**src/core/ufeam_pkg.sv**
```systemverilog
// Package: map, fields and timing of the serial receiver with address match
package ufeam_pkg;
    //==================================================================
    // Bus geometry
    localparam int ADDR_W = 12;
    localparam logic [1:0] RESP_OKAY = 2'h0;
    localparam logic [1:0] RESP_SLVERR = 2'h2;
    //==================================================================
    // Register indices; byte address is four times the index
    localparam logic [9:0] SCTRL_IDX = 10'h010;
    localparam logic [9:0] PCTRL_IDX = 10'h011;
    localparam logic [9:0] SERIAL_BUFFER_IDX = 10'h012;
    localparam logic [9:0] BAUD_IDX = 10'h013;
    localparam logic [9:0] IRQ_ST_IDX = 10'h014;
    localparam logic [9:0] IRQ_MSK_IDX = 10'h015;
    localparam logic [9:0] SLAVE_ADDRESS_IDX = 10'h0a9;
    localparam logic [9:0] SMASK_IDX = 10'h0b9;
    localparam logic [ADDR_W-1:0] SCTRL_ADDR = {SCTRL_IDX, 2'b00};
    localparam logic [ADDR_W-1:0] PCTRL_ADDR = {PCTRL_IDX, 2'b00};
    localparam logic [ADDR_W-1:0] SERIAL_BUFFER_ADDR = {SERIAL_BUFFER_IDX, 2'b00};
    localparam logic [ADDR_W-1:0] BAUD_ADDR = {BAUD_IDX, 2'b00};
    localparam logic [ADDR_W-1:0] IRQ_ST_ADDR = {IRQ_ST_IDX, 2'b00};
    localparam logic [ADDR_W-1:0] IRQ_MSK_ADDR = {IRQ_MSK_IDX, 2'b00};
    localparam logic [ADDR_W-1:0] SLAVE_ADDRESS_ADDR = {SLAVE_ADDRESS_IDX, 2'b00};
    localparam logic [ADDR_W-1:0] SMASK_ADDR = {SMASK_IDX, 2'b00};
    //==================================================================
    // Field positions
    localparam int SC_MODE_HI = 7;
    localparam int SC_MODE_LO = 6;
    localparam int SC_MPEN = 5;
    localparam int SC_RXEN = 4;
    localparam int SC_TB8 = 3;
    localparam int SC_RB8 = 2;
    localparam int SC_RI = 0;
    localparam int PC_FESEL = 6;
    localparam int IRQ_RI = 0;
    localparam int IRQ_FE = 1;
    //==================================================================
    // Reset values and mode codes
    localparam logic [7:0] SLAVE_ADDRESS_RST = 8'h00;
    localparam logic [7:0] SMASK_RST = 8'h00;
    localparam logic [1:0] IRQ_MSK_RST = 2'h0;
    localparam logic [1:0] MODE1 = 2'h1;
    //==================================================================
    // Timing: 16 slices per bit, votes on slices 7, 8 and 9
    localparam int CLK_HZ = 50_000_000;
    localparam int BAUD_RST = 9600;
    localparam int BAUD_DIV_RST = CLK_HZ / (BAUD_RST * 16) - 1;
    localparam logic [3:0] SLICE_FIRST = 4'h7;
    localparam logic [3:0] SLICE_LAST = 4'h9;
endpackage: ufeam_pkg

```
**src/core/ufeam_addr_match.sv**
```systemverilog
// Given and broadcast address comparator
`timescale 1ns/1ns
`default_nettype none
module ufeam_addr_match
#(
    parameter int W = 8
)
(
    input wire logic [W-1:0] rx_byte,
    input wire logic [W-1:0] slave_address,
    input wire logic [W-1:0] mask,
    output logic hit
);
    logic [W-1:0] bcast;
    logic given_hit;
    logic bcast_hit;
    //==================================================================
    // Compare
    // Mask zeros are don't care; all-zero registers match everything
    assign given_hit = ((rx_byte ^ slave_address) & mask) == '0;
    assign bcast = slave_address | mask;
    assign bcast_hit = (rx_byte & bcast) == bcast;
    assign hit = given_hit || bcast_hit;
endmodule: ufeam_addr_match
`default_nettype wire

```
**src/core/ufeam_rx_shift.sv**
```systemverilog
// Oversampling frame receiver with majority vote per bit
`timescale 1ns/1ns
`default_nettype none
module ufeam_rx_shift
(
    input wire logic aclk,
    input wire logic aresetn,
    input wire logic rx_line,
    input wire logic tick,
    input wire logic enable,
    input wire logic nine_bits,
    output logic done,
    output logic [7:0] rx_byte,
    output logic rx_ninth,
    output logic stop_ok
);
    import ufeam_pkg::*;
    typedef enum logic [1:0] {RX_IDLE, RX_START, RX_DATA, RX_STOP} ufeam_rx_state_type;
    ufeam_rx_state_type state_reg;
    logic [3:0] slice_reg;
    logic [3:0] bit_reg;
    logic [1:0] pair_reg;
    logic [8:0] shift_reg;
    logic line_prev_reg;
    logic done_reg;
    logic stop_reg;
    logic vote;
    logic [3:0] last_bit;
    //==================================================================
    // Two of three vote: slices 7 and 8 held, slice 9 live
    assign vote = (pair_reg[1] & pair_reg[0]) | (rx_line & (pair_reg[1] | pair_reg[0]));
    assign last_bit = nine_bits ? 4'h8 : 4'h7;
    assign done = done_reg;
    assign stop_ok = stop_reg;
    assign rx_byte = nine_bits ? shift_reg[7:0] : shift_reg[8:1];
    assign rx_ninth = nine_bits & shift_reg[8];
    //==================================================================
    // Edge history for start detection
    always_ff @(posedge aclk)
    begin
        if (!aresetn)
            line_prev_reg <= 1'b1;
        else
            line_prev_reg <= rx_line;
    end
    //==================================================================
    // Frame sequencer; falling edge realigns the slice counter
    always_ff @(posedge aclk)
    begin
        if (!aresetn)
        begin
            state_reg <= RX_IDLE;
            slice_reg <= 4'h0;
            bit_reg <= 4'h0;
            pair_reg <= 2'h3;
            shift_reg <= 9'h000;
            done_reg <= 1'b0;
            stop_reg <= 1'b0;
        end
        else
        begin
            done_reg <= 1'b0;
            if (state_reg == RX_IDLE)
            begin
                slice_reg <= 4'h0;
                bit_reg <= 4'h0;
                if (enable && line_prev_reg && !rx_line)
                    state_reg <= RX_START;
            end
            else if (tick)
            begin
                slice_reg <= slice_reg + 4'h1;
                if (slice_reg >= SLICE_FIRST && slice_reg < SLICE_LAST)
                    pair_reg <= {pair_reg[0], rx_line};
                if (slice_reg == SLICE_LAST)
                begin
                    unique case (state_reg)
                        RX_START: state_reg <= vote ? RX_IDLE : RX_DATA;
                        RX_DATA:
                        begin
                            // LSB first; ninth bit ends up on top
                            shift_reg <= {vote, shift_reg[8:1]};
                            bit_reg <= bit_reg + 4'h1;
                            if (bit_reg == last_bit)
                                state_reg <= RX_STOP;
                        end
                        RX_STOP:
                        begin
                            // Extra shift done; hand the frame over mid stop bit
                            done_reg <= 1'b1;
                            stop_reg <= vote;
                            state_reg <= RX_IDLE;
                        end
                        RX_IDLE: state_reg <= RX_IDLE;
                    endcase
                end
            end
        end
    end
    //==================================================================
    // Checks
    stop_vote_a: assert property (@(posedge aclk) disable iff (!aresetn)
        (state_reg == RX_STOP && tick && slice_reg == SLICE_LAST) |=> (done && stop_ok == $past(vote)))
        else $error("stop bit not taken from vote");
    start_abort_a: assert property (@(posedge aclk) disable iff (!aresetn)
        (state_reg == RX_START && tick && slice_reg == SLICE_LAST && vote) |=> state_reg == RX_IDLE)
        else $error("bad start bit not aborted");
    done_pulse_a: assert property (@(posedge aclk) disable iff (!aresetn)
        done |=> !done)
        else $error("frame done longer than one cycle");
endmodule: ufeam_rx_shift
`default_nettype wire

```
**src/core/ufeam_top.sv**
```systemverilog
// Top: AXI4-Lite serial receiver with frame error flag and address match
//
// Added by the designer: the AXI4-Lite slave port.
`timescale 1ns/1ns
`default_nettype none
//======================================================================
// Function
// - Missing stop bit sets frame error flag
// - Control bit 7 shows error or mode
// - Mode bit and error flag stored apart
// - Error flag sticky until software clears
// - Ninth bit high marks address frames
// - Modes 2/3 multiproc: ninth bit, address match
// - Multiproc off: every frame completes unless the buffer is full
// - Mode 1 multiproc: stop and match
// - Mask picks compared slave address bits
// - Broadcast is address OR mask
// - Address and mask reset to zero
// - Modes 2/3 store received ninth bit
// - Load and flag after extra shift
module ufeam_top
#(
    parameter int DIV_W = 16
)
(
    input wire logic aclk,
    input wire logic aresetn,
    input wire logic awvalid,
    output logic awready,
    input wire logic [ufeam_pkg::ADDR_W-1:0] awaddr,
    input wire logic wvalid,
    output logic wready,
    input wire logic [31:0] wdata,
    input wire logic [3:0] wstrb,
    output logic bvalid,
    input wire logic bready,
    output logic [1:0] bresp,
    input wire logic arvalid,
    output logic arready,
    input wire logic [ufeam_pkg::ADDR_W-1:0] araddr,
    output logic rvalid,
    input wire logic rready,
    output logic [31:0] rdata,
    output logic [1:0] rresp,
    input wire logic rx_pin,
    output logic irq
);
    import ufeam_pkg::*;
    if (DIV_W < 4 || DIV_W > 32)
    begin : g_bad_div
        $error("DIV_W must be 4 to 32");
    end
    //==================================================================
    // Declarations
    logic aw_rdy_reg, w_rdy_reg, bvalid_reg, ar_rdy_reg, rvalid_reg, wlane_reg, wr_go, wr_ok, rd_go, rd_ok;
    logic sc_wr, pc_wr, sm0_reg, fe_reg, sm1_reg, mpen_reg, rxen_reg, tb8_reg, rb8_reg, ri_reg, fesel_reg;
    logic tick_reg, irq_reg, rx_meta_reg, rx_sync_reg, sc_bit7, rx_done, rx_ninth, rx_stop, addr_hit;
    logic tag_bit, accept, fe_event;
    logic [1:0] bresp_reg, rresp_reg, irq_st_reg, irq_msk_reg, mode;
    logic [31:0] rdata_reg, rd_val;
    logic [ADDR_W-1:0] waddr_reg;
    logic [7:0] wbyte_reg, slave_address_reg, smask_reg, serial_buffer_reg, rx_byte;
    logic [23:0] wdata_hi_reg;
    logic [DIV_W-1:0] div_reg, cnt_reg;
    assign awready = aw_rdy_reg;
    assign wready = w_rdy_reg;
    assign bvalid = bvalid_reg;
    assign bresp = bresp_reg;
    assign arready = ar_rdy_reg;
    assign rvalid = rvalid_reg;
    assign rdata = rdata_reg;
    assign rresp = rresp_reg;
    assign irq = irq_reg;
    //==================================================================
    // Write channel: address and data taken in either order
    // A channel is full exactly while its ready is low
    assign wr_go = !aw_rdy_reg && !w_rdy_reg && !bvalid_reg;
    always_ff @(posedge aclk)
    begin
        if (!aresetn)
        begin
            aw_rdy_reg <= 1'b1;
            w_rdy_reg <= 1'b1;
            bvalid_reg <= 1'b0;
            bresp_reg <= RESP_OKAY;
            waddr_reg <= '0;
            wbyte_reg <= 8'h00;
            wlane_reg <= 1'b0;
        end
        else
        begin
            if (awvalid && aw_rdy_reg)
            begin
                aw_rdy_reg <= 1'b0;
                waddr_reg <= awaddr;
            end
            if (wvalid && w_rdy_reg)
            begin
                w_rdy_reg <= 1'b0;
                wbyte_reg <= wdata[7:0];
                wlane_reg <= wstrb[0];
            end
            if (wr_go)
            begin
                bvalid_reg <= 1'b1;
                bresp_reg <= wr_ok ? RESP_OKAY : RESP_SLVERR;
            end
            if (bvalid_reg && bready)
            begin
                // Both channels reopen only after the response is gone
                bvalid_reg <= 1'b0;
                aw_rdy_reg <= 1'b1;
                w_rdy_reg <= 1'b1;
            end
        end
    end
    // Write decode; lane 0 carries every writable register but the baud divisor, which takes the whole word; buffer and status ignore writes
    assign wr_ok = waddr_reg inside {SCTRL_ADDR, PCTRL_ADDR, SERIAL_BUFFER_ADDR, BAUD_ADDR,
        IRQ_ST_ADDR, IRQ_MSK_ADDR, SLAVE_ADDRESS_ADDR, SMASK_ADDR};
    assign sc_wr = wr_go && wlane_reg && waddr_reg == SCTRL_ADDR;
    assign pc_wr = wr_go && wlane_reg && waddr_reg == PCTRL_ADDR;
    //==================================================================
    // Read channel: one-cycle answer from a registered mux
    assign rd_go = arvalid && ar_rdy_reg;
    assign sc_bit7 = fesel_reg ? fe_reg : sm0_reg;
    always_comb
    begin
        rd_ok = 1'b1;
        unique case (araddr)
            SCTRL_ADDR: rd_val = {24'h00_0000, sc_bit7, sm1_reg, mpen_reg, rxen_reg, tb8_reg, rb8_reg, 1'b0, ri_reg};
            PCTRL_ADDR: rd_val = {25'h000_0000, fesel_reg, 6'h00};
            SERIAL_BUFFER_ADDR: rd_val = {24'h00_0000, serial_buffer_reg};
            BAUD_ADDR: rd_val = 32'(div_reg);
            IRQ_ST_ADDR: rd_val = {30'h0000_0000, irq_st_reg};
            IRQ_MSK_ADDR: rd_val = {30'h0000_0000, irq_msk_reg};
            SLAVE_ADDRESS_ADDR: rd_val = {24'h00_0000, slave_address_reg};
            SMASK_ADDR: rd_val = {24'h00_0000, smask_reg};
            default:
            begin
                rd_val = 32'h0000_0000;
                rd_ok = 1'b0;
            end
        endcase
    end
    // Read answer held until rready; address refused meanwhile
    always_ff @(posedge aclk)
    begin
        if (!aresetn)
        begin
            ar_rdy_reg <= 1'b1;
            rvalid_reg <= 1'b0;
            rdata_reg <= 32'h0000_0000;
            rresp_reg <= RESP_OKAY;
        end
        else if (rd_go)
        begin
            ar_rdy_reg <= 1'b0;
            rvalid_reg <= 1'b1;
            rdata_reg <= rd_val;
            rresp_reg <= rd_ok ? RESP_OKAY : RESP_SLVERR;
        end
        else if (rvalid_reg && rready)
        begin
            rvalid_reg <= 1'b0;
            ar_rdy_reg <= 1'b1;
        end
    end
    //==================================================================
    // Pin synchroniser; only the second stage is read
    always_ff @(posedge aclk)
    begin
        if (!aresetn)
        begin
            rx_meta_reg <= 1'b1;
            rx_sync_reg <= 1'b1;
        end
        else
        begin
            rx_meta_reg <= rx_pin;
            rx_sync_reg <= rx_meta_reg;
        end
    end
    // Sixteen-times baud tick
    always_ff @(posedge aclk)
    begin
        if (!aresetn)
        begin
            cnt_reg <= '0;
            tick_reg <= 1'b0;
        end
        else
        begin
            tick_reg <= cnt_reg >= div_reg;
            cnt_reg <= (cnt_reg >= div_reg) ? '0 : cnt_reg + DIV_W'(1);
        end
    end
    //==================================================================
    // Receiver and address comparator
    assign mode = {sm0_reg, sm1_reg};
    ufeam_rx_shift u_rx
    (
        .aclk(aclk),
        .aresetn(aresetn),
        .rx_line(rx_sync_reg),
        .tick(tick_reg),
        .enable(rxen_reg && mode != 2'h0),
        .nine_bits(mode[1]),
        .done(rx_done),
        .rx_byte(rx_byte),
        .rx_ninth(rx_ninth),
        .stop_ok(rx_stop)
    );
    ufeam_addr_match #(.W(8)) u_match
    (
        .rx_byte(rx_byte),
        .slave_address(slave_address_reg),
        .mask(smask_reg),
        .hit(addr_hit)
    );
    // Address marker: stop bit in mode 1, ninth bit in modes 2/3
    assign tag_bit = (mode == MODE1) ? rx_stop : rx_ninth;
    // A full buffer drops the frame instead of overwriting it
    assign accept = rx_done && !ri_reg && (!mpen_reg || (tag_bit && addr_hit));
    assign fe_event = rx_done && !rx_stop;
    //==================================================================
    // Serial control: mode high bit and error flag are separate flops
    always_ff @(posedge aclk)
    begin
        if (!aresetn)
        begin
            sm0_reg <= 1'b0;
            sm1_reg <= 1'b0;
            mpen_reg <= 1'b0;
            rxen_reg <= 1'b0;
            tb8_reg <= 1'b0;
        end
        else if (sc_wr)
        begin
            if (!fesel_reg)
                sm0_reg <= wbyte_reg[SC_MODE_HI];
            sm1_reg <= wbyte_reg[SC_MODE_LO];
            mpen_reg <= wbyte_reg[SC_MPEN];
            rxen_reg <= wbyte_reg[SC_RXEN];
            tb8_reg <= wbyte_reg[SC_TB8];
        end
    end
    // Error flag; hardware set wins over a software write
    always_ff @(posedge aclk)
    begin
        if (!aresetn)
            fe_reg <= 1'b0;
        else if (fe_event)
            fe_reg <= 1'b1;
        else if (sc_wr && fesel_reg)
            fe_reg <= wbyte_reg[SC_MODE_HI];
    end
    // Completion flag and received ninth bit, or stop bit in mode 1
    always_ff @(posedge aclk)
    begin
        if (!aresetn)
        begin
            ri_reg <= 1'b0;
            rb8_reg <= 1'b0;
            serial_buffer_reg <= 8'h00;
        end
        else
        begin
            if (accept)
            begin
                ri_reg <= 1'b1;
                rb8_reg <= tag_bit;
                serial_buffer_reg <= rx_byte;
            end
            else if (sc_wr)
            begin
                ri_reg <= wbyte_reg[SC_RI];
                rb8_reg <= wbyte_reg[SC_RB8];
            end
        end
    end
    //==================================================================
    // Power control select, address, mask and baud divisor
    always_ff @(posedge aclk)
    begin
        if (!aresetn)
        begin
            fesel_reg <= 1'b0;
            slave_address_reg <= SLAVE_ADDRESS_RST;
            smask_reg <= SMASK_RST;
            div_reg <= DIV_W'(BAUD_DIV_RST);
        end
        else
        begin
            if (pc_wr)
                fesel_reg <= wbyte_reg[PC_FESEL];
            if (wr_go && wlane_reg && waddr_reg == SLAVE_ADDRESS_ADDR)
                slave_address_reg <= wbyte_reg;
            if (wr_go && wlane_reg && waddr_reg == SMASK_ADDR)
                smask_reg <= wbyte_reg;
            if (wr_go && waddr_reg == BAUD_ADDR)
                div_reg <= DIV_W'({wdata_hi_reg, wbyte_reg});
        end
    end
    // Baud word kept from the full data beat
    always_ff @(posedge aclk)
    begin
        if (!aresetn)
            wdata_hi_reg <= 24'h00_0000;
        else if (wvalid && w_rdy_reg)
            wdata_hi_reg <= wdata[31:8];
    end
    //==================================================================
    // Interrupts: sticky events, cleared by reading, set wins
    always_ff @(posedge aclk)
    begin
        if (!aresetn)
        begin
            irq_st_reg <= 2'h0;
            irq_msk_reg <= IRQ_MSK_RST;
            irq_reg <= 1'b0;
        end
        else
        begin
            irq_st_reg <= ((rd_go && araddr == IRQ_ST_ADDR) ? 2'h0 : irq_st_reg)
                | {fe_event, accept};
            if (wr_go && wlane_reg && waddr_reg == IRQ_MSK_ADDR)
                irq_msk_reg <= wbyte_reg[1:0];
            irq_reg <= |(irq_st_reg & irq_msk_reg);
        end
    end
    //==================================================================
    // Checks
    fe_set_a: assert property (@(posedge aclk) disable iff (!aresetn)
        (rx_done && !rx_stop) |=> fe_reg)
        else $error("frame error not flagged");
    fe_sticky_a: assert property (@(posedge aclk) disable iff (!aresetn)
        (fe_reg && !(sc_wr && fesel_reg)) |=> fe_reg)
        else $error("frame error flag lost");
    bit7_view_a: assert property (@(posedge aclk) disable iff (!aresetn)
        (rd_go && araddr == SCTRL_ADDR) |=> rdata[SC_MODE_HI] == $past(sc_bit7))
        else $error("control bit 7 shows wrong flag");
    mode_keep_a: assert property (@(posedge aclk) disable iff (!aresetn)
        (sc_wr && fesel_reg) |=> sm0_reg == $past(sm0_reg))
        else $error("mode bit changed by error access");
    mp_gate_a: assert property (@(posedge aclk) disable iff (!aresetn)
        (rx_done && mpen_reg && mode[1] && !rx_ninth && !sc_wr) |=> ri_reg == $past(ri_reg))
        else $error("data frame completed under multiproc");
    all_frames_a: assert property (@(posedge aclk) disable iff (!aresetn)
        (rx_done && !mpen_reg && !ri_reg) |=> (ri_reg && serial_buffer_reg == $past(rx_byte)))
        else $error("frame not completed with multiproc off");
    mode1_stop_a: assert property (@(posedge aclk) disable iff (!aresetn)
        (rx_done && mpen_reg && mode == MODE1 && !rx_stop && !sc_wr) |=> ri_reg == $past(ri_reg))
        else $error("mode 1 bad stop completed");
    ninth_store_a: assert property (@(posedge aclk) disable iff (!aresetn)
        (accept && mode[1]) |=> rb8_reg == $past(rx_ninth))
        else $error("ninth bit not stored");
    full_hold_a: assert property (@(posedge aclk) disable iff (!aresetn)
        (ri_reg && rx_done && !sc_wr) |=> serial_buffer_reg == $past(serial_buffer_reg))
        else $error("buffer overwritten while flag set");
    addr_reset_a: assert property (@(posedge aclk) disable iff (!aresetn)
        $rose(aresetn) |-> (slave_address_reg == SLAVE_ADDRESS_RST && smask_reg == SMASK_RST && addr_hit))
        else $error("address registers not cleared");
endmodule: ufeam_top
`default_nettype wire

```
**config.mk**
```make
export PLATFORM = sky130hd
export DESIGN_NAME = ufeam_top
export DESIGN_NICKNAME = d
export VERILOG_FILES = /design/src/core/ufeam_pkg.sv /design/src/core/ufeam_addr_match.sv /design/src/core/ufeam_rx_shift.sv /design/src/core/ufeam_top.sv
export SDC_FILE = /design/constraint.sdc
export NUM_CORES = 1
export LEC_CHECK = 0
export BUFFER_PORTS_ARGS = -buffer_cell sky130_fd_sc_hd__buf_2
export CORE_UTILIZATION = 45
export CTS_BUF_LIST = sky130_fd_sc_hd__clkbuf_4 sky130_fd_sc_hd__clkbuf_8
export DETAILED_ROUTE_END_ITERATION = 16
export PLACE_DENSITY = 0.66
export SYNTH_ARGS = -nofsm -noshare
export SYNTH_HDL_FRONTEND = slang
export SYNTH_SLANG_ARGS = --single-unit
```
**constraint.sdc**
```tcl
create_clock -name aclk -period 2.2 [get_ports aclk]
set_input_delay 0.33 -clock aclk [delete_from_list [all_inputs] [get_ports aclk]]
set_output_delay 0.33 -clock aclk [all_outputs]
set_load 0.01 [all_outputs]
```
* After elaboration in Yosys (flattened, before gate mapping)
Index checks and enable logic that the tools add are counted.
** Storage, ports and cells
- Output and inout bits :: 42
- Logic and storage cells :: 168
- Bits of input ports :: 68
- Bits in registers :: 167
** Operators by class
- Bitwise logic cells :: 16
- Add/sub/neg operators :: 3
- Magnitude comparators :: 3
- Equal/unequal tests :: 25
- Muxes and demuxes :: 27
- Reductions and logical operators :: 54
** Operators with widths (count)
- 12-bit by 7-bit equality test with 1-bit output (second input constant) :: 12
- 16-bit one-hot mux with 8 select lines :: 1
- 12-bit by 10-bit equality test with 1-bit output (second input constant) :: 4
- 1-bit logical AND :: 24
- 2-bit two-way mux :: 9
- 16-bit by 1-bit adder with 16-bit output (second input constant) :: 1
- 8-bit bitwise AND :: 2
- 16-bit greater-or-equal comparator :: 1
- 1-bit two-way mux :: 14
- 4-bit AND reduction :: 3
- 2-bit nonzero test :: 6
- 4-bit by 1-bit adder with 4-bit output (second input constant) :: 2
- 8-bit equality test :: 1
- 8-bit zero test :: 1
- 8-bit two-way mux :: 1
- 8-bit OR :: 1
- 8-bit nonzero test :: 1
- 2-bit OR reduction :: 4
- 8-bit OR reduction :: 1
- 8-bit XOR :: 1
- 1-bit zero test :: 7
- 2-bit one-hot mux with 3 select lines :: 1
- 3-bit AND reduction :: 2
- 1-bit inverter :: 5
- 17 further kinds :: 23

* Longest topological paths before layout
Gate-level depths: netlist of run 1.
- Word-level depth :: 9
- Mapped depth :: 9

* Modules after synthesis
A second synthesis of run 1 with hierarchy kept.
** Unflattened totals
- Cells, all modules :: 783
- Area total of the unflattened synthesis :: 6942.9 µm²
** By module, submodules not included
- ufeam_top :: sequential area each 2502.4 µm², times used 1, cells each 630, area an instance 5644.2 µm²
- ufeam_rx_shift :: sequential area each 480.5 µm², times used 1, cells each 127, area an instance 1113.6 µm²
- ufeam_addr_match :: sequential area each 0.0 µm², times used 1, cells each 26, area an instance 185.2 µm²

* Worst setup path before layout of run 1
No wires, ideal clock.
- Kind :: register to register
- From :: reg sm0_reg
- To :: reg serial_buffer_reg[0]
- Period minus slack after synthesis :: 1.941 ns
- Slack :: 0.259 ns
- Data required time :: 2.128 ns
- Stages on the path, launching flop included :: 10
- Library setup time :: 0.072 ns
- Data arrival time :: 1.870 ns
- Path buffers :: 3
- Path through :: dfxtp_1 -> buf_2 -> buf_4 -> mux2_2 -> xor2_1 -> a22oi_1 -> and4_1 -> o21ai_1 -> buf_4 -> mux2i_1
** Between the ends
- Cells in the longest elaborated chain, start to end :: 8
** RTL lines
- start: declaration :: RTL line ufeam_top.sv:56 : logic sc_wr, pc_wr, sm0_reg, fe_reg, sm1_reg, mpen_reg, rxen_reg, tb8_reg, rb8_reg, ri_reg, fesel_reg;
- start signal: assignment :: RTL line ufeam_top.sv:240 : sm0_reg <= wbyte_reg[SC_MODE_HI];
- 8-bit two-way mux :: RTL line ufeam_rx_shift.sv:35 : assign rx_byte = nine_bits ? shift_reg[7:0] : shift_reg[8:1];
- 8-bit XOR :: RTL line ufeam_addr_match.sv:20 : assign given_hit = ((rx_byte ^ slave_address) & mask) == '0;
- 8-bit bitwise AND :: RTL line ufeam_addr_match.sv:20
- 8-bit zero test :: RTL line ufeam_addr_match.sv:20
- 1-bit logical OR :: RTL line ufeam_addr_match.sv:23 : assign hit = given_hit || bcast_hit;
- 1-bit logical AND :: RTL line ufeam_top.sv:223 : assign accept = rx_done && !ri_reg && (!mpen_reg || (tag_bit && addr_hit));
- 1-bit logical OR :: RTL line ufeam_top.sv:223
- 1-bit logical AND :: RTL line ufeam_top.sv:223
- end signal: assignment :: RTL line ufeam_top.sv:272 : serial_buffer_reg <= rx_byte;
- end: declaration :: RTL line ufeam_top.sv:62 : logic [7:0] wbyte_reg, slave_address_reg, smask_reg, serial_buffer_reg, rx_byte;
Several ways; a longest one is shown, not always the timed one.
A chain may end at the register's enable or synchronous reset.

* Worst setup path in the final report of run 1
- From :: reg div_reg[9]
- To :: reg cnt_reg[3]
** Between the ends
- Cells in the longest elaborated chain, start to end :: 2
** RTL lines
- start: declaration :: RTL line ufeam_top.sv:64 : logic [DIV_W-1:0] div_reg, cnt_reg;
- start signal: assignment :: RTL line ufeam_top.sv:290 : div_reg <= DIV_W'(BAUD_DIV_RST);
- start signal: assignment :: RTL line ufeam_top.sv:301 : div_reg <= DIV_W'({wdata_hi_reg, wbyte_reg});
- 16-bit greater-or-equal comparator :: RTL line ufeam_top.sv:194 : cnt_reg <= (cnt_reg >= div_reg) ? '0 : cnt_reg + DIV_W'(1);
- 2-bit OR reduction (no line)
- end signal: assignment :: RTL line ufeam_top.sv:194
- end: declaration :: RTL line ufeam_top.sv:64
No other way between the ends.

==> results of run 1 <==
per-stage QoR:
stage	instances	TNS (ns)	power, uW	cell area [um^2]	utilization, %
final	1072	0	5210	7980	52.7
after global placement	1040	0	3140	7550	49.9
after global routing	1072	-0.358	5420	7980	52.7
after floorplan	810	0	3040	7010	-
after CTS	1072	0	5270	7960	52.5
after detailed placement	1040	0	3140	7550	49.9
logic make-up (layout without fill, tap and decap cells):
logic type / after synthesis / after routing / share of synthesized area, %
simple gates: 294 / 294 / 19.5
flops: 149 / 149 / 42.9
compound gates: 130 / 130 / 11.2
mux: 90 / 90 / 13.2
buf+inv: 79 / 153 / 5.74
xor+xnor: 28 / 28 / 3.53
fa+ha+maj: 22 / 22 / 3.93
other cells: 1 / 18 / 0.0540
worst max-delay path by stage:
stage                                             end
global route        slave_address_reg[1]$_SDFFE_PN0P_
global placement                 rb8_reg$_SDFFE_PN0P_
detailed placement              cnt_reg[3]$_SDFF_PP0_
finish                          cnt_reg[3]$_SDFF_PP0_
floorplan           serial_buffer_reg[0]$_SDFFE_PN0P_
CTS                             cnt_reg[5]$_SDFF_PP0_
critical path, stage by stage, from the launching register on:
cell	delay (ns)
dfxtp_1	0.37
inv_1	0.06
ha_1	0.30
a21o_1	0.16
a21o_1	0.18
a211oi_2	0.24
a21bo_2	0.30
a2111oi_0	0.35
area by class of cell:
cell class                 count  share of cell area [%]
timing repair buffer          98                    7.75
clock inverter                10                    1.52
tap                          188                    2.95
clock buffer                  22                    3.56
sequential                   149                    37.4
multi-input combinational    582                    45.7
inverter                      23                    1.08
metal layers:
metal	global-route usage [%]	routed length [um]
met4	5.39	204
met3	5.99	797
met1	28.7	7940
met2	31.7	7190
met5	0	0
placed cells by master, fill, tap and decap left out, drive strengths merged, types with 2 or more instances in the layout:
cell type,Yosys,layout
a2111oi,5,5
a211oi,2,2
a21o,6,6
a21oi,65,65
a221oi,2,2
a22oi,13,13
and2,11,11
and3,2,2
and4,4,4
and4b,2,2
buf,27,98
bufinv,0,2
clkbuf,29,22
clkinv,1,5
conb,1,18
dfxtp,149,149
ha,21,21
inv,22,25
mux2,11,11
mux2i,79,79
nand2,127,127
nand2b,9,9
nand3,10,10
nand3b,5,5
nand4,10,10
nor2,91,91
nor2b,3,3
nor3,7,7
nor3b,2,2
nor4,3,3
o21ai,20,20
o22ai,9,9
o32ai,2,2
or4b,2,2
xnor2,10,10
xor2,18,18
power by group through the flow:
stage | clock network (uW) | logic (uW) | registers, uW
finish | 2130 | 289 | 2790
detailed placement | 0 | 288 | 2860
global placement | 0 | 286 | 2860
floorplan | 0 | 199 | 2840
global route | 2290 | 322 | 2800
CTS | 2190 | 289 | 2790
timing repair:
action | in CTS | in global routing
endpoints found under the setup margin | 0 | 24
resized for setup | 0 | 5
hold buffers | 0 | 0
==> reports/metrics.yaml, run 1 <==
critical_path:
  reg2reg_to: "cnt_reg[3]$_SDFF_PP0_"
  rrSetupSlack_ns: 0.12
  end_kind: "flip-flop"
  crit_arrival_ns: 2.40
  startpoint: "div_reg[9]$_SDFFE_PN0P_"
  r2r_start: "div_reg[9]$_SDFFE_PN0P_"
  crit_type: "flip-flop to flip-flop"
  r2r_cells: 7
  start_kind: "flip-flop"
  cp_max_fo: 6
  required_ns: 2.52
yosys:
  synth.area.top_cells: "dfxtp_1 (43%), mux2i_1 (11%), nand2_1 (6.9%)"
  ys_types: 57
  ys_seq_area_share_pct: 42.9
  synth_top_area_share_pct: 42.9
  synth.cell_area_mm2: 0.00695
  synthCells: 793
  yosysTopAreaCell: "dfxtp_1"
  synth.avg_cell_area_um2: 8.76
  synth_edf_count: 0
  yosys_warnings: 0
  synth.most_common_cell: "dfxtp_1"
  synth-seq-cells: 149
  ys.flop_type: "dfxtp_1"
  synth_common_cells: "dfxtp_1 (149), nand2_1 (127), nor2_1 (91)"
  async_flop_share_pct: 0
floorplan:
  num_io_pins: 110
  row_count: 45
  core-area_mm2: 0.0151
  initial_core_util_pct: 45.9
  die-width_um: 126
  die_h_um: 126
  dieArea_mm2: 0.0159
power:
  sw_frac_of_total_pct: 23.9
  clockPowerShare_pct: 40.8
  leakage_uw: 0.00342
  max-vdd-ir-drop_mv: 0.471
  power_density_mw_per_mm2: 654
  pwr-share-seq_pct: 53.6
  p_sw_uw: 1250
  intPower_uw: 3970
  power_frac_comb_pct: 5.6
outcome:
  outcome: "complete, no violations"
layout:
  diodes: 0
  multiInputGateArea_mm2: 0.00365
  register_area_mm2: 0.00298
  areaGrowthSynthToFinish_pct: 14.8
  nets: 960
  fillCellCount: 1484
  drive_above_1_share_pct: 17.3
clocking:
  clock-sinks: 149
  worstSkewPairLatency_ns: 0.44
  post-cts-setup-buffer-count: 0
  cts_tree: "done"
  cts_buffers: 17
  clkTransAtPathRegs_ns: 0.08
  cts_buffer_depth: 2
  cts-root-buf: "clkbuf_8"
  htree_levels: 4
worst_hold_path:
  worst_hold_path.num_cells: 2
  min_from: "rx_pin"
  hold_path_class: "primary input to flip-flop"
  min_to: "rx_meta_reg$_SDFF_PN1_"
detailed_routing:
  drtPass1Iterations: 5
  antenna_left: 0
  post_drt_wl_per_cell_um: 15.0
  drc: 0
  wl_mm: 16.1
  drt_iter0_drc: 407
  via_per_inst: 5.21
  num_vias: 5589
sta:
  hold_ws_ns: 0.0706
  max_freq_mhz: 481
  final_hold_viol_count: 0
  worstMarginPinSlew_ns: 0.635
  slew_violations: 0
  fin_skew_ns: 0.0112
  post-route-period-util_pct: 94.5
  finalSetupViolCount: 0
  period_needed_ns: 2.08
  relSlewSlack_pct: 57.4
  rsz0062_at_grt: "yes"
  setup_ws_ns: 0.121
run:
  maxCapViolations: 0
grt:
  grt_pass1_wl_mm: 25.7
  gr-usage-all-layers_pct: 20.8
  grt_max_degree: 42
  overflow: 0
  antenna_found_initial: 0
  grt_pass1_vias: 5037
place:
  gp_congestion: 0.833
  dp_slack_ns: 0.0658
  numPortBuffers: 72
  dpl.hpwl_mm: 11.6
Power figures use the tool's default switching activity.
==> run 2, diff against run 1 <==
SLEW_MARGIN = 15   (was not set)
clock period = 2.1 ns   (was 2.2 ns; I/O delays follow)
==> reports/metrics.yaml, run 2 (synthesized netlist as in run 1, its figures left out) <==
critical_path:
  crit_arrival_ns: 2.38
  crit_buf_inv: 1
  path_delay_family: "compound AO/OA/AOI/OAI gates"
  cpMostUsedCell: "a21o_1"
  required_ns: 2.45
  crit_path_top_delay_cell: "dfxtp_1"
  end_kind: "flip-flop"
  crit_chain: "inv_1 -> ha_1 -> a21o_1 -> a21o_1 -> a211oi_2 -> a21bo_4 -> a2111oi_2"
  start_kind: "flip-flop"
  crit_type: "flip-flop to flip-flop"
  cp_slowest_stage_delay_ns: 0.34
  cp_max_fo: 7
clocking:
  cts_tree: "done"
  post-cts-setup-buffer-count: 0
  clkTransAtPathRegs_ns: 0.08
  clock-sinks: 149
  cts_buffers: 17
  htree_levels: 4
  cts-root-buf: "clkbuf_8"
  cts.hold.buffers_added: 0
  worstSkewPairLatency_ns: 0.47
  cts_buffer_depth: 2
detailed_routing:
  drt_iter0_drc: 394
  via_per_inst: 5.16
  post_drt_wl_per_cell_um: 15.1
  drtPass1Iterations: 11
  wl_mm: 16.5
  drc: 2
  antenna_left: 0
  num_vias: 5619
layout:
  diodes: 0
  fin_area_mm2: 0.00809
  final_common_cell: "dfxtp_1"
  drive_above_1_share_pct: 19.9
  fillCellCount: 1441
  final_cell_mix: "dfxtp_1 (147), nand2_1 (127), nor2_1 (91)"
  multiInputGateArea_mm2: 0.00370
  register_area_mm2: 0.00299
  final_util_pct: 53.4
  areaGrowthSynthToFinish_pct: 16.4
  nets: 979
sta:
  finalSetupViolCount: 0
  worstMarginPinSlew_ns: 0.627
  period_needed_ns: 2.03
  max_freq_mhz: 493
  rsz0062_at_grt: "yes"
  final_hold_viol_count: 0
  fin_skew_ns: 0.0112
  relSlewSlack_pct: 57.9
  post-route-period-util_pct: 96.7
  fin_setup_tns_ns: 0
  slew_violations: 0
grt:
  overflow: 0
  gr-usage-met2_pct: 32.7
  use_met1_pct: 29.1
  globalRoute.busiestLayer: "met2"
  gr-usage-all-layers_pct: 21.4
  grtUsageMet3_pct: 5.48
  grt_pass1_wl_mm: 26.3
  grt_pass1_vias: 5184
  antenna_found_initial: 0
  grt_max_degree: 45
place:
  place_area_mm2: 0.00768
  dpl.hpwl_mm: 11.9
  gp_congestion: 0.845
  numPortBuffers: 72
power:
  power_density_mw_per_mm2: 640
  leakage_uw: 0.00349
  max-vdd-ir-drop_mv: 0.633
run:
  maxCapViolations: 0
worst_hold_path:
  hold_path_class: "primary input to flip-flop"
floorplan:
  num_io_pins: 110
  core-area_mm2: 0.0151
  initial_core_util_pct: 45.9
  row_count: 45
  die-width_um: 126
  dieArea_mm2: 0.0159
  die_h_um: 126
outcome:
  outcome: "finished, violations left"
  violations: "DRC"
==> run 2: cell types whose count changed in the layout (fill, tap and decap cells not counted), moves of 2 or more <==
cell / change
clkbuf_8: -2
bufinv_16: -2
buf_4: +19
a2111oi_2: +4
a2111oi_0: -3
==> run 2: area by class of cell <==
class,count,area share [%]
Timing Repair Buffer,117,9.30
Clock inverter,11,1.02
Tap cell,188,2.91
Inverter,23,1.07
Sequential cell,149,36.9
Clock buffer,19,3.08
Multi-Input combinational cell,582,45.7
==> run 2: per-stage QoR <==
step	hold slack [ns]	total power [uW]	setup slack, ns	instances
floorplan	0.386	3180	0.159	810
global placement	0.412	3290	0.0453	1059
detailed placement	0.407	3290	-0.0916	1059
CTS	0.0167	5210	-0.0103	1089
global route	0.0125	5380	-0.0284	1089
finish	0.0301	5180	0.0697	1089
==> run 2: routing by layer <==
metal  routed length (um)  share of wire, %
met1                 8120                49
met4                  272               1.7
met2                 7280                44
met3                  802               4.9
met5                    0                 0
==> run 2: what timing repair did <==
action                                  4_1_cts  5_1_grt
endpoints found under the setup margin        5       40
pin swaps                                     0        1
resized for setup                             3       16
==> run 2: worst paths after layout <==
kind / slack [ns] / end / startpoint / cells after the start
min reg2reg: 0.43 / rx_sync_reg$_SDFF_PN1_ / rx_meta_reg$_SDFF_PN1_ / 1
max: 0.07 / cnt_reg[2]$_SDFF_PP0_ / div_reg[9]$_SDFFE_PN0P_ / 7
min: 0.03 / rx_meta_reg$_SDFF_PN1_ / rx_pin / 2
max reg2reg: 0.07 / cnt_reg[2]$_SDFF_PP0_ / div_reg[9]$_SDFFE_PN0P_ / 7
==> run 2: power breakdown <==
group	switching, uW	leakage [uW]	total, uW	internal (uW)
combinational	189	0.00211	309	119
sequential	55.3	0.00121	2930	2870
clock	1110	0.000169	1940	834
